===== config.mk =====
export PLATFORM = sky130hd
export DESIGN_NAME = adc_sample_output_interface
export DESIGN_NICKNAME = d
export VERILOG_FILES = /design/src/hw/adc_sample_output_interface.v /design/src/hw/stage_delay.v
export VERILOG_INCLUDE_DIRS = /design/src /design/src/hw
export SDC_FILE = /design/constraint.sdc
export NUM_CORES = 1
export LEC_CHECK = 0
export BUFFER_PORTS_ARGS = -buffer_cell sky130_fd_sc_hd__clkbuf_2
export CORE_ASPECT_RATIO = 0.8
export CORE_MARGIN = 2
export CORE_UTILIZATION = 60
export DETAILED_ROUTE_END_ITERATION = 10
export PLACE_DENSITY = 0.82
export SYNTH_ARGS = -nofsm -noshare
export SYNTH_HDL_FRONTEND = slang
export SYNTH_SLANG_ARGS = --single-unit

===== constraint.sdc =====
create_clock -name clk -period 4.99 [get_ports clk]
set_input_delay 0.7485 -clock clk [delete_from_list [all_inputs] [get_ports clk]]
set_output_delay 0.7485 -clock clk [all_outputs]
set_load 0.02 [all_outputs]

===== src/hw/adc_out_defs.vh =====
// Constants for the converter output interface: offsets, fields, timing.
// Assumes a 20 MHz system clock; included by bare name.
`ifndef ADC_OUT_DEFS_VH
`define ADC_OUT_DEFS_VH

`define CLK_PERIOD_PS 50000
`define FWD_DELAY_PS 2100
// Rounds down, but never below one cycle
`define FWD_DELAY_CYC (((`FWD_DELAY_PS / `CLK_PERIOD_PS) < 1) ? 1 : \
  (`FWD_DELAY_PS / `CLK_PERIOD_PS))
`define MIN_SAMPLE_CLK_HZ 20000000
`define PIPE_LATENCY 9
`define WORD_W 8
`define LEVEL_W 10
`define DIFF_W 11
`define POS_FULL_SCALE 11'sh07f
`define NEG_FULL_SCALE (-11'sh080)
`define MID_OFFSET 11'h080
`define CODE_MAX 8'hff
`define CODE_MIN 8'h00
`define PERIOD_W 16

`define ADDR_W 3
`define REG_CTRL 3'h0
`define REG_STATUS 3'h1
`define REG_MASK 3'h2
`define REG_WORD 3'h3
`define REG_PERIOD 3'h4

`define CTRL_RUN_BIT 0
`define CTRL_RESET 32'h0000_0001
`define ST_RANGE_BIT 0
`define ST_UPDATE_BIT 1
`define ST_W 2

`endif


===== src/hw/adc_sample_output_interface.v =====
// Functional notes
// - Input sample clock is regenerated as a 50% duty internal clock, always on.
// - Forwarded clock rises a fixed 2.1ns after each true sample clock rise; the model raises it six system clock edges after the pin rise.
// - Rate select low halves the output update rate.
// - Unconnected rate select reads as low, the halving state.
// - Rate select high updates output at the full input clock rate.
// - Sample taken on true clock rising edge, complementary falling edge.
// - Word emerges nine clock cycles after capture; receiver latches on next rise.
// - Format select low gives two's complement, high gives offset binary.
// - Unconnected format select reads as low, two's complement.
// - Range flag pair asserts only beyond positive or negative full scale.
// - At or over positive full scale output all ones, or 0111 1111.
// - At or under negative full scale output zeros, or 1000 0000.
// - Word bits, forwarded clock and range flag are true/complement pairs.
//
// Digital model of the converter output side on a 20 MHz system clock.
// Assumes pin inputs are asynchronous and registers sit on Avalon-MM.
//
// Added by the designer: the register offsets and the Avalon-MM slave port.
`timescale 1ns/1ps
`include "adc_out_defs.vh"
module adc_sample_output_interface (
  input wire clk, // System clock, 20 MHz
  input wire arst_n, // Asynchronous reset, active low
  input wire sample_clock_true, // Sample clock, true leg
  input wire sample_clock_comp, // Sample clock, complementary leg
  input wire [`LEVEL_W-1:0] analog_in_pos, // Quantised positive input level
  input wire [`LEVEL_W-1:0] analog_in_neg, // Quantised negative input level
  input wire rate_halving_select, // Rate select pin level
  input wire rate_halving_driven, // High when the rate pin is connected
  input wire format_select, // Format select pin level
  input wire format_driven, // High when the format pin is connected
  output reg [`WORD_W-1:0] sample_word_true, // Output word, true legs
  output reg [`WORD_W-1:0] sample_word_comp, // Output word, comp legs
  output reg range_flag_true, // Out-of-range flag, true leg
  output reg range_flag_comp, // Out-of-range flag, comp leg
  output reg fwd_clock_true, // Forwarded data clock, true leg
  output reg fwd_clock_comp, // Forwarded data clock, comp leg
  input wire [`ADDR_W-1:0] address, // Avalon word address
  input wire read, // Avalon read request
  input wire write, // Avalon write request
  input wire [31:0] writedata, // Avalon write data
  input wire [3:0] byteenable, // Avalon byte enables
  output wire waitrequest, // Avalon wait, high until the answer
  output reg [31:0] readdata, // Avalon read data
  output wire irq // Level interrupt
);
  // Two-flop synchronisers for every pin
  localparam SYNC_W = 2 * `LEVEL_W + 6;
  reg [SYNC_W-1:0] meta_q;
  reg [SYNC_W-1:0] sync_q;
  wire [`LEVEL_W-1:0] pos_s;
  wire [`LEVEL_W-1:0] neg_s;
  wire clk_t_s;
  wire clk_c_s;
  wire rate_s;
  wire rate_drv_s;
  wire fmt_s;
  wire fmt_drv_s;

  always @(posedge clk or negedge arst_n) begin
    if (!arst_n) begin
      meta_q <= {SYNC_W{1'b0}};
      sync_q <= {SYNC_W{1'b0}};
    end else begin
      meta_q <= {analog_in_pos, analog_in_neg, sample_clock_true,
                 sample_clock_comp, rate_halving_select, rate_halving_driven,
                 format_select, format_driven};
      sync_q <= meta_q;
    end
  end

  assign {pos_s, neg_s, clk_t_s, clk_c_s, rate_s, rate_drv_s, fmt_s,
          fmt_drv_s} = sync_q;

  // An open pin is pulled down, so it only counts when driven
  wire full_rate = rate_drv_s & rate_s;
  wire offset_bin = fmt_drv_s & fmt_s;

  // Register file
  reg [31:0] ctrl_q;
  reg [`ST_W-1:0] status_q;
  reg [`ST_W-1:0] mask_q;
  reg [`PERIOD_W-1:0] period_q;
  reg ack_q;
  wire run = ctrl_q[`CTRL_RUN_BIT];

  // Differential clock level; rising means true up and comp down
  reg lvl_q;
  wire diff_lvl = clk_t_s & ~clk_c_s;
  wire sample_edge = diff_lvl & ~lvl_q;

  // Duty-cycle equaliser: measure period, hold high for half of it
  reg [`PERIOD_W-1:0] cnt_q;
  reg eq_clk_q;

  always @(posedge clk or negedge arst_n) begin
    if (!arst_n) begin
      lvl_q <= 1'b0;
      cnt_q <= {`PERIOD_W{1'b0}};
      period_q <= {`PERIOD_W{1'b0}};
      eq_clk_q <= 1'b0;
    end else begin
      lvl_q <= diff_lvl;
      if (sample_edge) begin
        period_q <= cnt_q + 1'b1;
        cnt_q <= {`PERIOD_W{1'b0}};
        eq_clk_q <= 1'b1;
      end else begin
        if (cnt_q != {`PERIOD_W{1'b1}}) begin
          cnt_q <= cnt_q + 1'b1;
        end
        // Drop the level once the count reaches half the measured period
        if (cnt_q + 1'b1 >= {1'b0, period_q[`PERIOD_W-1:1]}) begin
          eq_clk_q <= 1'b0;
        end
      end
    end
  end

  // Divide-by-two stage for halved update rate
  reg div_q;
  reg eq_last_q;
  wire eq_rise = eq_clk_q & ~eq_last_q;
  always @(posedge clk or negedge arst_n) begin
    if (!arst_n) begin
      div_q <= 1'b0;
      eq_last_q <= 1'b0;
    end else begin
      eq_last_q <= eq_clk_q;
      if (eq_rise) begin
        div_q <= ~div_q;
      end
    end
  end

  wire update = sample_edge & run & (full_rate | ~div_q);

  // Quantiser model: signed difference, clamp, overrange detect
  wire signed [`DIFF_W-1:0] diff = $signed({1'b0, pos_s}) -
                                   $signed({1'b0, neg_s});
  wire over_pos = diff > `POS_FULL_SCALE;
  wire over_neg = diff < `NEG_FULL_SCALE;
  reg [`WORD_W-1:0] code_bin;
  always @* begin
    if (diff >= `POS_FULL_SCALE) begin
      code_bin = `CODE_MAX;
    end else if (diff <= `NEG_FULL_SCALE) begin
      code_bin = `CODE_MIN;
    end else begin
      // Inside full scale, adding midscale is the same as flipping the top bit
      code_bin = diff[`WORD_W-1:0] ^ {1'b1, {(`WORD_W-1){1'b0}}};
    end
  end

  // Nine-stage pipeline clocked by every sample edge while run is set
  wire [`WORD_W:0] pipe_out;
  stage_delay #(
    .WIDTH(`WORD_W + 1),
    .DEPTH(`PIPE_LATENCY)
  ) u_pipe (
    .clk(clk),
    .arst_n(arst_n),
    .en(sample_edge & run),
    .din({over_pos | over_neg, code_bin}),
    .dout(pipe_out)
  );

  wire [`WORD_W-1:0] word_fmt = offset_bin ? pipe_out[`WORD_W-1:0] :
    {~pipe_out[`WORD_W-1], pipe_out[`WORD_W-2:0]};

  always @(posedge clk or negedge arst_n) begin
    if (!arst_n) begin
      sample_word_true <= {`WORD_W{1'b0}};
      sample_word_comp <= {`WORD_W{1'b1}};
      range_flag_true <= 1'b0;
      range_flag_comp <= 1'b1;
    end else if (update) begin
      sample_word_true <= word_fmt;
      sample_word_comp <= ~word_fmt;
      range_flag_true <= pipe_out[`WORD_W];
      range_flag_comp <= ~pipe_out[`WORD_W];
    end
  end

  // Forwarded clock: equalised clock, halved when asked, then delayed
  reg fwd_src_q;
  always @(posedge clk or negedge arst_n) begin
    if (!arst_n) begin
      fwd_src_q <= 1'b0;
    end else if (full_rate) begin
      fwd_src_q <= eq_clk_q;
    end else if (eq_rise) begin
      fwd_src_q <= ~div_q;
    end
  end

  wire fwd_dly;
  stage_delay #(
    .WIDTH(1),
    .DEPTH(`FWD_DELAY_CYC)
  ) u_fwd (
    .clk(clk),
    .arst_n(arst_n),
    .en(1'b1),
    .din(fwd_src_q & run),
    .dout(fwd_dly)
  );

  // The delay line already gives one flop; this adds the pair
  always @(posedge clk or negedge arst_n) begin
    if (!arst_n) begin
      fwd_clock_true <= 1'b0;
      fwd_clock_comp <= 1'b1;
    end else begin
      fwd_clock_true <= fwd_dly;
      fwd_clock_comp <= ~fwd_dly;
    end
  end

  // Avalon-MM slave: one wait state per access
  wire req = read | write;
  wire take = req & ack_q;
  assign waitrequest = req & ~ack_q;

  wire [`ST_W-1:0] events;
  assign events[`ST_RANGE_BIT] = update & pipe_out[`WORD_W];
  assign events[`ST_UPDATE_BIT] = update;
  wire wr_status = take & write & (address == `REG_STATUS) & byteenable[0];
  wire [`ST_W-1:0] clr = wr_status ? writedata[`ST_W-1:0] :
                         {`ST_W{1'b0}};

  always @(posedge clk or negedge arst_n) begin
    if (!arst_n) begin
      ack_q <= 1'b0;
      ctrl_q <= `CTRL_RESET;
      status_q <= {`ST_W{1'b0}};
      mask_q <= {`ST_W{1'b0}};
      readdata <= 32'h0000_0000;
    end else begin
      ack_q <= req & ~ack_q;
      // A new event wins over a simultaneous clear
      status_q <= (status_q & ~clr) | events;
      if (take & write & byteenable[0]) begin
        if (address == `REG_CTRL) begin
          ctrl_q <= {31'h0000_0000, writedata[`CTRL_RUN_BIT]};
        end
        if (address == `REG_MASK) begin
          mask_q <= writedata[`ST_W-1:0];
        end
      end
      if (read & ~ack_q) begin
        case (address)
          `REG_CTRL: readdata <= ctrl_q;
          `REG_STATUS: readdata <= {30'h0000_0000, status_q};
          `REG_MASK: readdata <= {30'h0000_0000, mask_q};
          `REG_WORD: readdata <= {23'h00_0000, range_flag_true,
                                  sample_word_true};
          `REG_PERIOD: readdata <= {16'h0000, period_q};
          default: readdata <= 32'h0000_0000;
        endcase
      end
    end
  end

  assign irq = |(status_q & mask_q);
endmodule


===== src/hw/stage_delay.v =====
// Parameterised delay line: DEPTH stages of WIDTH bits, advanced by en.
// Assumes one clock domain and an asynchronous active-low reset.
`timescale 1ns/1ps
module stage_delay #(
  parameter WIDTH = 1,
  parameter DEPTH = 1
) (
  input wire clk, // System clock
  input wire arst_n, // Asynchronous reset, active low
  input wire en, // Advance the line by one stage
  input wire [WIDTH-1:0] din, // Data entering the first stage
  output wire [WIDTH-1:0] dout // Data leaving the last stage
);
  reg [WIDTH-1:0] stage_q [0:DEPTH-1];
  integer i;

  always @(posedge clk or negedge arst_n) begin
    if (!arst_n) begin
      for (i = 0; i < DEPTH; i = i + 1) begin
        stage_q[i] <= {WIDTH{1'b0}};
      end
    end else if (en) begin
      stage_q[0] <= din;
      for (i = 1; i < DEPTH; i = i + 1) begin
        stage_q[i] <= stage_q[i-1];
      end
    end
  end

  assign dout = stage_q[DEPTH-1];
endmodule

==> metrics.md, run 1 <==
| Metric | Value |
|---|---|
| Core Footprint | `14300 sq um` |
| Actual slew at the worst max-slew pin | `1.13 ns` |
| RSZ-0062 raised after global routing | `false` |
| Final period util | `58.8%` |
| Post-CTS resize count | `0` |
| Sequential Area | `5340 sq um` |
| Register bit total from synthesis | `213` |
| Worst min path class | `in -> async` |
| Post-CTS Hold Buffers | `0` |
| DIE AREA | `15700 sq um` |
| Cell area after layout | `9950 sq um` |
| Max VDD drop | `0.348 mV` |
| Layout cell share with drive strength beyond 1 | `15.5%` |
| # Post-CTS Setup Buffers | `0` |
| Die width | `139 um` |
| Global placement routability congestion | `0.866` |
| Clock Sinks | `213` |
| Vias in the first global route | `5458` |
| Syn. warnings | `0` |
| Dpl cells | `1097` |
| Cell Count, Final, Fillers Out | `1134` |
| CTS Buf Count | `21` |
| First-pass GRT wire length | `26700 um` |
| Post-synthesis cell count | `868` |
| Antenna violations before repair | `0` |
| Fraction of registers with async set/reset | `100%` |
| Final HPWL DP | `9840 um` |
| Status | `completed` |
| Antenna cells | `0` |
| Fin. max-slew vios | `0` |
| Max_slew headroom | `24.6%` |
| Most frequent cells in the layout | `nand2_1, dfrtp_1, clkbuf_2` |
| Final period demand of the worst path | `2.94 ns` |
| Post-synth EDFFs | `0` |
| Mapped Area | `8800 sq um` |
| # fillers | `1042` |
| Sequential share of the synthesized area | `60.7%` |
| Layout Utilization | `69.6%` |
| CTS tree | `yes` |
| Initial DRC count | `485` |
| Worst setup SP type | `flop` |
| Setup TNS Final | `0 ns` |
| Critical path class | `reg -> reg` |
| CTS Buffer Depth | `3` |
| Residual DRC | `0` |
| Endpoints failing hold | `0` |
| Commonest non-fill, non-tap cell in the layout | `nand2_1` |
| Drt total wl | `15600 um` |
| Initial Utilization | `61.6%` |
| Fmax | `0.341 GHz` |
| Count of final setup violators | `0` |
| Gr ovfl total | `0` |
| Ports | `123` |
| Clk slew on worst S/H paths | `0.06 ns` |
| CP required | `5.38 ns` |
| H-tree depth | `1` |
| Vias | `6032` |
| Clock skew | `0.00721 ns` |
| Clk_lat worst skew | `0.48 ns` |
| Max-cap viol count | `0` |
| P per Cell Area | `437 nW/um^2` |
| Pre-Repair DR Iteration Count | `5` |
| Avg Inst Size Synth | `10.1 sq um` |
| Pleak | `5.16 nW` |
| Placed inst area | `9250 sq um` |
| Yosys cell types | `60` |
| Critical Path AT | `3.32 ns` |
| Largest net degree at the start of global routing | `106` |
| Detail Route Antenna Nets | `0` |
| # nets final | `1032` |
| GR Util All Layers | `20.5%` |
| Area occupied by multi-input gates | `3100 sq um` |
| Root Buffer | `clkbuf_16` |
| Synth Flop Type | `dfrtp_1` |
| CP endpoint kind | `flop` |
| Area delta synth->final | `13.0%` |
| Number of port buffers | `73` |
| Die height | `112 um` |
| Row count | `39` |
| DR WL/cell | `13.8 um` |
| Vias per inst | `5.32` |
| Crit Path Max Fanout | `7` |
==> stage by stage <==
step / setup slack [ns] / hold slack [ns] / total power [mW]
2_1_floorplan: 2.40 / 0.331 / 2.61
3_3_place_gp: 2.19 / 0.333 / 2.78
5_1_grt: 1.82 / 0.354 / 4.57
3_5_place_dp: 2.13 / 0.335 / 2.81
6_report: 2.05 / 0.347 / 4.35
4_1_cts: 2.09 / 0.349 / 4.39
==> Yosys cell counts (all sizes together) (4+ instances only) <==
cell	number	area share [%]
a21o	10	0.85
a21oi	14	0.80
a22oi	8	0.68
a31oi	4	0.63
buf	18	1.5
clkbuf	31	1.5
dfrtp	202	57
dfstp	11	3.3
ha	26	3.7
inv	40	1.7
mux2	4	0.51
nand2	314	13
nand2b	5	0.36
nand3	14	0.80
nand4	4	0.28
nor2	23	0.98
nor3	6	0.34
o21ai	63	3.7
o22ai	4	0.28
or2	4	0.28
xnor2	14	1.8
xor2	10	0.99
==> state kept, by name, summed over array words and instances, names as in the netlist, 2 cells and up <==
register,cells
mask_q,2
readdata,16
period_q,16
sync_q,26
status_q,2
cnt_q,16
meta_q,26
u_pipe.stage_q,72
u_pipe.dout,9
sample_word_comp,8
sample_word_true,8
==> power by group <==
part           leakage [nW]  total, mW  switching (mW)  internal [mW]
Sequential             2.74       2.13           0.147           1.98
Clock                 0.342       1.56           0.628          0.931
Combinational          2.08      0.664           0.402          0.262
Total                  5.16       4.35            1.18           3.17
==> worst max-delay path, cell delays in order (launching register included) <==
cell and delay [ns]:
dfrtp_1 0.51, ha_1 0.28, nand3_1 0.15, nor2_1 0.24, nand2_1 0.10, xor2_1 0.28, inv_1 0.08, ha_1 0.31
a21o_1 0.19, a211oi_1 0.23, o21ai_0 0.12, a21oi_1 0.11, o21ai_0 0.10, a22oi_1 0.14
==> routing by layer <==
layer,vias up,track usage [%],part of all wire [%]
met1,2885,31.3,46
met4,0,4.44,2.0
met3,27,3.50,6.7
li1,2916,-,-
met2,204,31.6,45
met5,-,0,0
==> path summary, 6_finish.rpt <==
check	from	endpoint	slack, ns	depth (start not counted)
min	arst_n	meta_q[5]	0.35	1
max in group asynchronous	arst_n	sample_word_true[5]	3.41	2
max reg2reg	cnt_q[0]	eq_clk_q	2.05	13
max	cnt_q[0]	eq_clk_q	2.05	13
min reg2reg	meta_q[9]	sync_q[9]	0.35	0
min in group clk	meta_q[9]	sync_q[9]	0.35	0
==> cell families (layout without fill, tap and decap cells) <==
group | after synthesis | in the layout | share of synthesized area (%)
xor+xnor | 24 | 24 | 2.81
buf+inv | 89 | 156 | 4.72
simple gates | 388 | 388 | 17.9
compound gates | 119 | 119 | 9.01
mux | 7 | 7 | 0.853
flops | 213 | 213 | 60.7
other cells | 1 | 16 | 0.0426
fa+ha+maj | 27 | 27 | 3.92
==> cell type report <==
class	count	share of cell area [%]
Multi-Input combinational cell	581	31.2
Timing Repair Buffer	79	4.21
Sequential cell	213	53.7
Tap cell	184	2.31
Inverter	40	1.51
Clock inverter	7	0.729
Clock buffer	30	6.33
Power figures use the tool's default switching activity.
==> run 2: changes to the inputs <==
--- a/config.mk
+++ b/config.mk
@@ -9,9 +9,9 @@
 export BUFFER_PORTS_ARGS = -buffer_cell sky130_fd_sc_hd__clkbuf_2
 export CORE_ASPECT_RATIO = 0.8
 export CORE_MARGIN = 2
-export CORE_UTILIZATION = 60
+export CORE_UTILIZATION = 57
 export DETAILED_ROUTE_END_ITERATION = 10
-export PLACE_DENSITY = 0.82
+export PLACE_DENSITY = 0.78
 export SYNTH_ARGS = -nofsm -noshare
 export SYNTH_HDL_FRONTEND = slang
 export SYNTH_SLANG_ARGS = --single-unit
==> constraint.sdc (replaced) <==
create_clock -name clk -period 2.85 [get_ports clk]
set_input_delay 0.4275 -clock clk [delete_from_list [all_inputs] [get_ports clk]]
set_output_delay 0.4275 -clock clk [all_outputs]
set_load 0.02 [all_outputs]
==> metrics.md, run 2 (same netlist as run 1, synthesis figures left out) <==
| Metric | Value |
|---|---|
| Fin. max-slew vios | `0` |
| Ports | `123` |
| CP required | `3.21 ns` |
| Max_slew headroom | `34.5%` |
| Pleak | `5.22 nW` |
| Area delta synth->final | `15.3%` |
| Cell Count, Final, Fillers Out | `1176` |
| Number of port buffers | `73` |
| Root Buffer | `clkbuf_16` |
| Die width | `143 um` |
| Most frequent cells in the layout | `nand2_1, dfrtp_1, clkbuf_2` |
| Antenna violations before repair | `0` |
| Final HPWL DP | `10500 um` |
| Dpl ws | `0.0866 ns` |
| Detail Route Antenna Nets | `0` |
| Vias per inst | `5.03` |
| Crit Path Max Fanout | `6` |
| Crit path launch | `sync_q[16]` |
| R2r startpoint | `sync_q[16]` |
| Flop2flop setup slack | `0.16 ns` |
| R2R Path End | `u_pipe.stage_q[73]` |
| R2R depth | `11` |
| Commonest non-fill, non-tap cell in the layout | `nand2_1` |
| P per Cell Area | `762 nW/um^2` |
| Initial DRC count | `387` |
| Core Footprint | `15100 sq um` |
| Placed inst area | `9390 sq um` |
| Critical path class | `reg -> reg` |
| Clock Sinks | `213` |
| H-tree depth | `1` |
| Critical Path AT | `3.06 ns` |
| Gr ovfl total | `0` |
| # fillers | `1121` |
| First-pass GRT wire length | `27100 um` |
| Actual slew at the worst max-slew pin | `0.982 ns` |
| Die height | `115 um` |
| Vias | `5920` |
| Top reg by flops | `u_pipe.stage_q` |
| Layout Utilization | `67.4%` |
| Slowest cell delay on critical path | `0.42 ns` |
| Global placement routability congestion | `0.881` |
| Sequential Area | `5340 sq um` |
| Pre-Repair DR Iteration Count | `5` |
| Count of final setup violators | `0` |
| Max-cap viol count | `0` |
| Largest register FFs | `72` |
| Cell area after layout | `10200 sq um` |
| Sw Ratio | `26.7%` |
| Final period util | `94.5%` |
| Vias in the first global route | `5689` |
| Clock skew | `0.00877 ns` |
| Flop pwr share | `48.2%` |
| CTS Buffer Depth | `3` |
| DR WL/cell | `13.5 um` |
| Final Worst Setup Slack | `0.156 ns` |
| Cells along the critical path | `inv_1, ha_1, inv_1, fa_1, a211oi_2, o21bai_1, a221o_2, xnor2_4, o311ai_2, o21ai_4, o22ai_1` |
| Dpl cells | `1134` |
| Hold Slack | `0.0402 ns` |
| CP endpoint kind | `flop` |
| Clk slew on worst S/H paths | `0.06 ns` |
| Cell mode on critical path | `inv_1` |
| Layout cell share with drive strength beyond 1 | `16.5%` |
| GR Util All Layers | `20.3%` |
| Status | `completed` |
| Endpoints failing hold | `0` |
| Comb power frac | `15.4%` |
| Residual DRC | `0` |
| Final period demand of the worst path | `2.69 ns` |
| Pint | `5.67 mW` |
| Largest net degree at the start of global routing | `81` |
| Fmax | `0.371 GHz` |
| Clk_lat worst skew | `0.49 ns` |
| DIE AREA | `16500 sq um` |
| # nets final | `1046` |
| Sw power | `2.06 mW` |
| Row count | `40` |
| Clk network pwr share | `36.4%` |
| CTS tree | `yes` |
| Worst min path class | `in -> reg` |
| Max VDD drop | `0.553 mV` |
| Tot Pwr | `7.73 mW` |
| Drt total wl | `15900 um` |
| Biggest regs | `u_pipe.stage_q (72), meta_q (26), sync_q (26)` |
| Initial Utilization | `58.4%` |
| Worst setup SP type | `flop` |
| Setup TNS Final | `0 ns` |
| Crit path capture | `u_pipe.stage_q[73]` |
| Slowest library cell on the worst path | `a221o_2` |
| CTS Buf Count | `22` |
| Area occupied by multi-input gates | `3130 sq um` |
| Antenna cells | `0` |
-- run 2: cell types whose count changed in the layout (fill, tap and decap cells not counted), moves of 2 or more --
cell	before	now
buf_4	6	16
clkinv_2	2	0
nor2_1	23	21
clkbuf_8	8	3
clkbuf_16	21	23
nor2_2	0	2
clkbuf_1	2	10
buf_12	0	2
clkinv_4	2	0
-- run 2: worst min path at each step --
stage | start | to | slack [ns] | cells after the start
final | analog_in_neg[4] | meta_q[10] | 0.04 | 1
after global placement | meta_q[25] | sync_q[25] | 0.33 | 0
after global routing | analog_in_neg[3] | meta_q[9] | 0.01 | 1
after detailed placement | meta_q[17] | sync_q[17] | 0.33 | 0
after floorplan | arst_n | ack_q | 0.13 | 0
after CTS | analog_in_neg[4] | meta_q[10] | 0.02 | 1
-- run 2: power groups by stage --
stage / Clock (mW) / Sequential [mW] / Combinational, mW
floorplan: 0 / 3.81 / 0.758
global placement: 0 / 3.75 / 1.15
detailed placement: 0 / 3.77 / 1.18
CTS: 2.87 / 3.72 / 1.21
global route: 3.01 / 3.77 / 1.36
finish: 2.82 / 3.73 / 1.19
-- run 2: cell type report --
class                      instances  area share [%]
tap                              210            2.59
clock buffer                      35            6.31
multi-input combinational        581            30.8
sequential                       213            52.6
clock inverter                     5           0.814
timing repair buffer              92            5.36
inverter                          40            1.48
-- run 2: timing repair --
action	CTS	global route
endpoints found under the setup margin	0	8
hold endpoints to repair	67	0
gates resized for setup	0	5
hold buffers	1	0
buffers inserted	0	1
-- run 2: per-layer routing --
layer  vias up  global-route usage (%)  share of wire, %  routed length [um]
li1       2950                       -                 -                   -
met1      2788                    30.3                48                7560
met2       166                    31.2                44                7060
met3        16                    4.29               6.8                1090
met4         0                    4.22               1.1                 182
met5         -                       0                 0                   0
-- run 2: critical path, delay by kind of cell (launching register included) --
| kind | cells | cell delay (ns) |
|---|---|---|
| adders and majority gates | 2 | 0.56 |
| AOI/OAI and AO/OA | 6 | 1.32 |
| xor gates and xnor gates | 1 | 0.24 |
| buffers and inverters | 2 | 0.10 |
| DFF | 1 | 0.36 |
==> run 3: changes to the inputs <==
--- a/config.mk
+++ b/config.mk
@@ -11,7 +11,7 @@
 export CORE_MARGIN = 2
 export CORE_UTILIZATION = 57
 export DETAILED_ROUTE_END_ITERATION = 10
-export PLACE_DENSITY = 0.78
+export PLACE_DENSITY_LB_ADDON = 0.2
 export SYNTH_ARGS = -nofsm -noshare
 export SYNTH_HDL_FRONTEND = slang
 export SYNTH_SLANG_ARGS = --single-unit
==> metrics.md, run 3 (same netlist as run 1, synthesis figures left out) <==
| Metric | Value |
|---|---|
| Worst setup SP type | `flop` |
| Pleak | `5.25 nW` |
| Flop2flop setup slack | `0.17 ns` |
| Worst min path class | `in -> reg` |
| CTS Buf Count | `22` |
| P per Cell Area | `760 nW/um^2` |
| Vias per inst | `5.01` |
| # fillers | `1155` |
| Actual slew at the worst max-slew pin | `0.926 ns` |
| R2R Path End | `u_pipe.stage_q[80]` |
| Critical Path AT | `3.07 ns` |
| Commonest non-fill, non-tap cell in the layout | `nand2_1` |
| Antenna cells | `0` |
| CTS tree | `yes` |
| Placed inst area | `9420 sq um` |
| Core Footprint | `15100 sq um` |
| Critical path class | `reg -> reg` |
| H-tree depth | `1` |
| Vias in the first global route | `5534` |
| Clock skew | `0.00995 ns` |
| Clk_lat worst skew | `0.49 ns` |
| Root Buffer | `clkbuf_16` |
| Clk slew on worst S/H paths | `0.06 ns` |
| Layout Utilization | `67.5%` |
| # nets final | `1048` |
| DIE AREA | `16500 sq um` |
| DR WL/cell | `13.3 um` |
| Drt total wl | `15600 um` |
| Endpoints failing hold | `0` |
| Global placement routability congestion | `0.862` |
| CP required | `3.24 ns` |
| Layout cell share with drive strength beyond 1 | `16.6%` |
| Area delta synth->final | `15.5%` |
| Number of port buffers | `73` |
| CTS Buffer Depth | `3` |
| Crit path capture | `u_pipe.stage_q[80]` |
| Residual DRC | `0` |
| Ports | `123` |
| Largest register FFs | `72` |
| Count of final setup violators | `0` |
| Final HPWL DP | `10300 um` |
| Vias | `5896` |
| Clock Sinks | `213` |
| Top reg by flops | `u_pipe.stage_q` |
| Detail Route Antenna Nets | `0` |
| First-pass GRT wire length | `26400 um` |
| Crit path launch | `sync_q[16]` |
| Max_slew headroom | `38.3%` |
| Fin. max-slew vios | `0` |
| Antenna violations before repair | `0` |
| Max-cap viol count | `0` |
| Cell area after layout | `10200 sq um` |
| Setup TNS Final | `0 ns` |
| Status | `completed` |
| Largest net degree at the start of global routing | `84` |
| Crit Path Max Fanout | `5` |
| GR Util All Layers | `19.7%` |
| RSZ-0062 raised after global routing | `false` |
| Initial Utilization | `58.4%` |
| Initial DRC count | `380` |
| Max VDD drop | `0.645 mV` |
| Final period demand of the worst path | `2.68 ns` |
| Pre-Repair DR Iteration Count | `4` |
| R2R depth | `11` |
| Fmax | `0.374 GHz` |
| Die width | `143 um` |
| Biggest regs | `u_pipe.stage_q (72), meta_q (26), sync_q (26)` |
| Gr ovfl total | `0` |
| Die height | `115 um` |
| Row count | `40` |
| Final period util | `93.9%` |
| R2r startpoint | `sync_q[16]` |
| CP endpoint kind | `flop` |
| Most frequent cells in the layout | `nand2_1, dfrtp_1, clkbuf_2` |
[run 3: area by class of cell]
type                    count  area [sq um]  area share (%)
clock buffers              35           681            6.69
clock inverters             3          47.5           0.467
inverters                  40           150            1.48
multi-input cells         581          3110            30.6
flip-flops and latches    213          5340            52.5
well taps                 210           263            2.58
repair buffers             94           572            5.62
[run 3: per-stage QoR]
stage          hold slack, ns  setup slack (ns)  power, mW  instances
4_1_cts                0.0208            0.0631       7.79       1175
5_1_grt                0.0161           0.00706       8.13       1176
3_3_place_gp            0.332             0.108       4.90       1136
2_1_floorplan           0.132             0.257       4.57        883
3_5_place_dp            0.335            0.0660       4.94       1136
6_report               0.0344             0.174       7.73       1176
[run 3: where the power goes]
group | switching (mW) | internal (mW)
combinational | 0.704 | 0.482
clock | 1.10 | 1.72
sequential | 0.245 | 3.47
total | 2.05 | 5.68
[run 3: layer usage]
layer	part of all wire, %	global-route usage (%)	vias up
li1	-	-	2947
met1	51	31.4	2767
met4	1.7	4.36	0
met5	0	0	-
met2	42	28.5	159
met3	5.8	3.33	23
[run 3: worst max-delay path, stage by stage, from the launching register on]
cell      delay (ns)
dfrtp_1         0.35
inv_1           0.05
ha_1            0.15
inv_1           0.06
fa_1            0.41
a211oi_2        0.24
o21bai_1        0.12
a221o_2         0.41
xnor2_4         0.18
o31ai_4         0.31
a21oi_1         0.12
a21o_1          0.18
[run 3: worst min-delay path by stage]
| stage | startpoint | endpoint | slack, ns | depth (start not counted) |
|---|---|---|---|---|
| 6_report | analog_in_pos[3] | meta_q[19] | 0.03 | 1 |
| 5_1_grt | analog_in_neg[3] | meta_q[9] | 0.02 | 1 |
| 4_1_cts | analog_in_pos[1] | meta_q[17] | 0.02 | 1 |
| 3_5_place_dp | meta_q[10] | sync_q[10] | 0.33 | 0 |
| 3_3_place_gp | meta_q[25] | sync_q[25] | 0.33 | 0 |
| 2_1_floorplan | arst_n | ack_q | 0.13 | 0 |
[run 3: repair_timing]
action / CTS / global route
endpoints found under the setup margin: 0 / 5
hold endpoints to repair: 2 / 0
setup buffers: 0 / 1
hold buffers: 1 / 0
resized for setup: 0 / 2
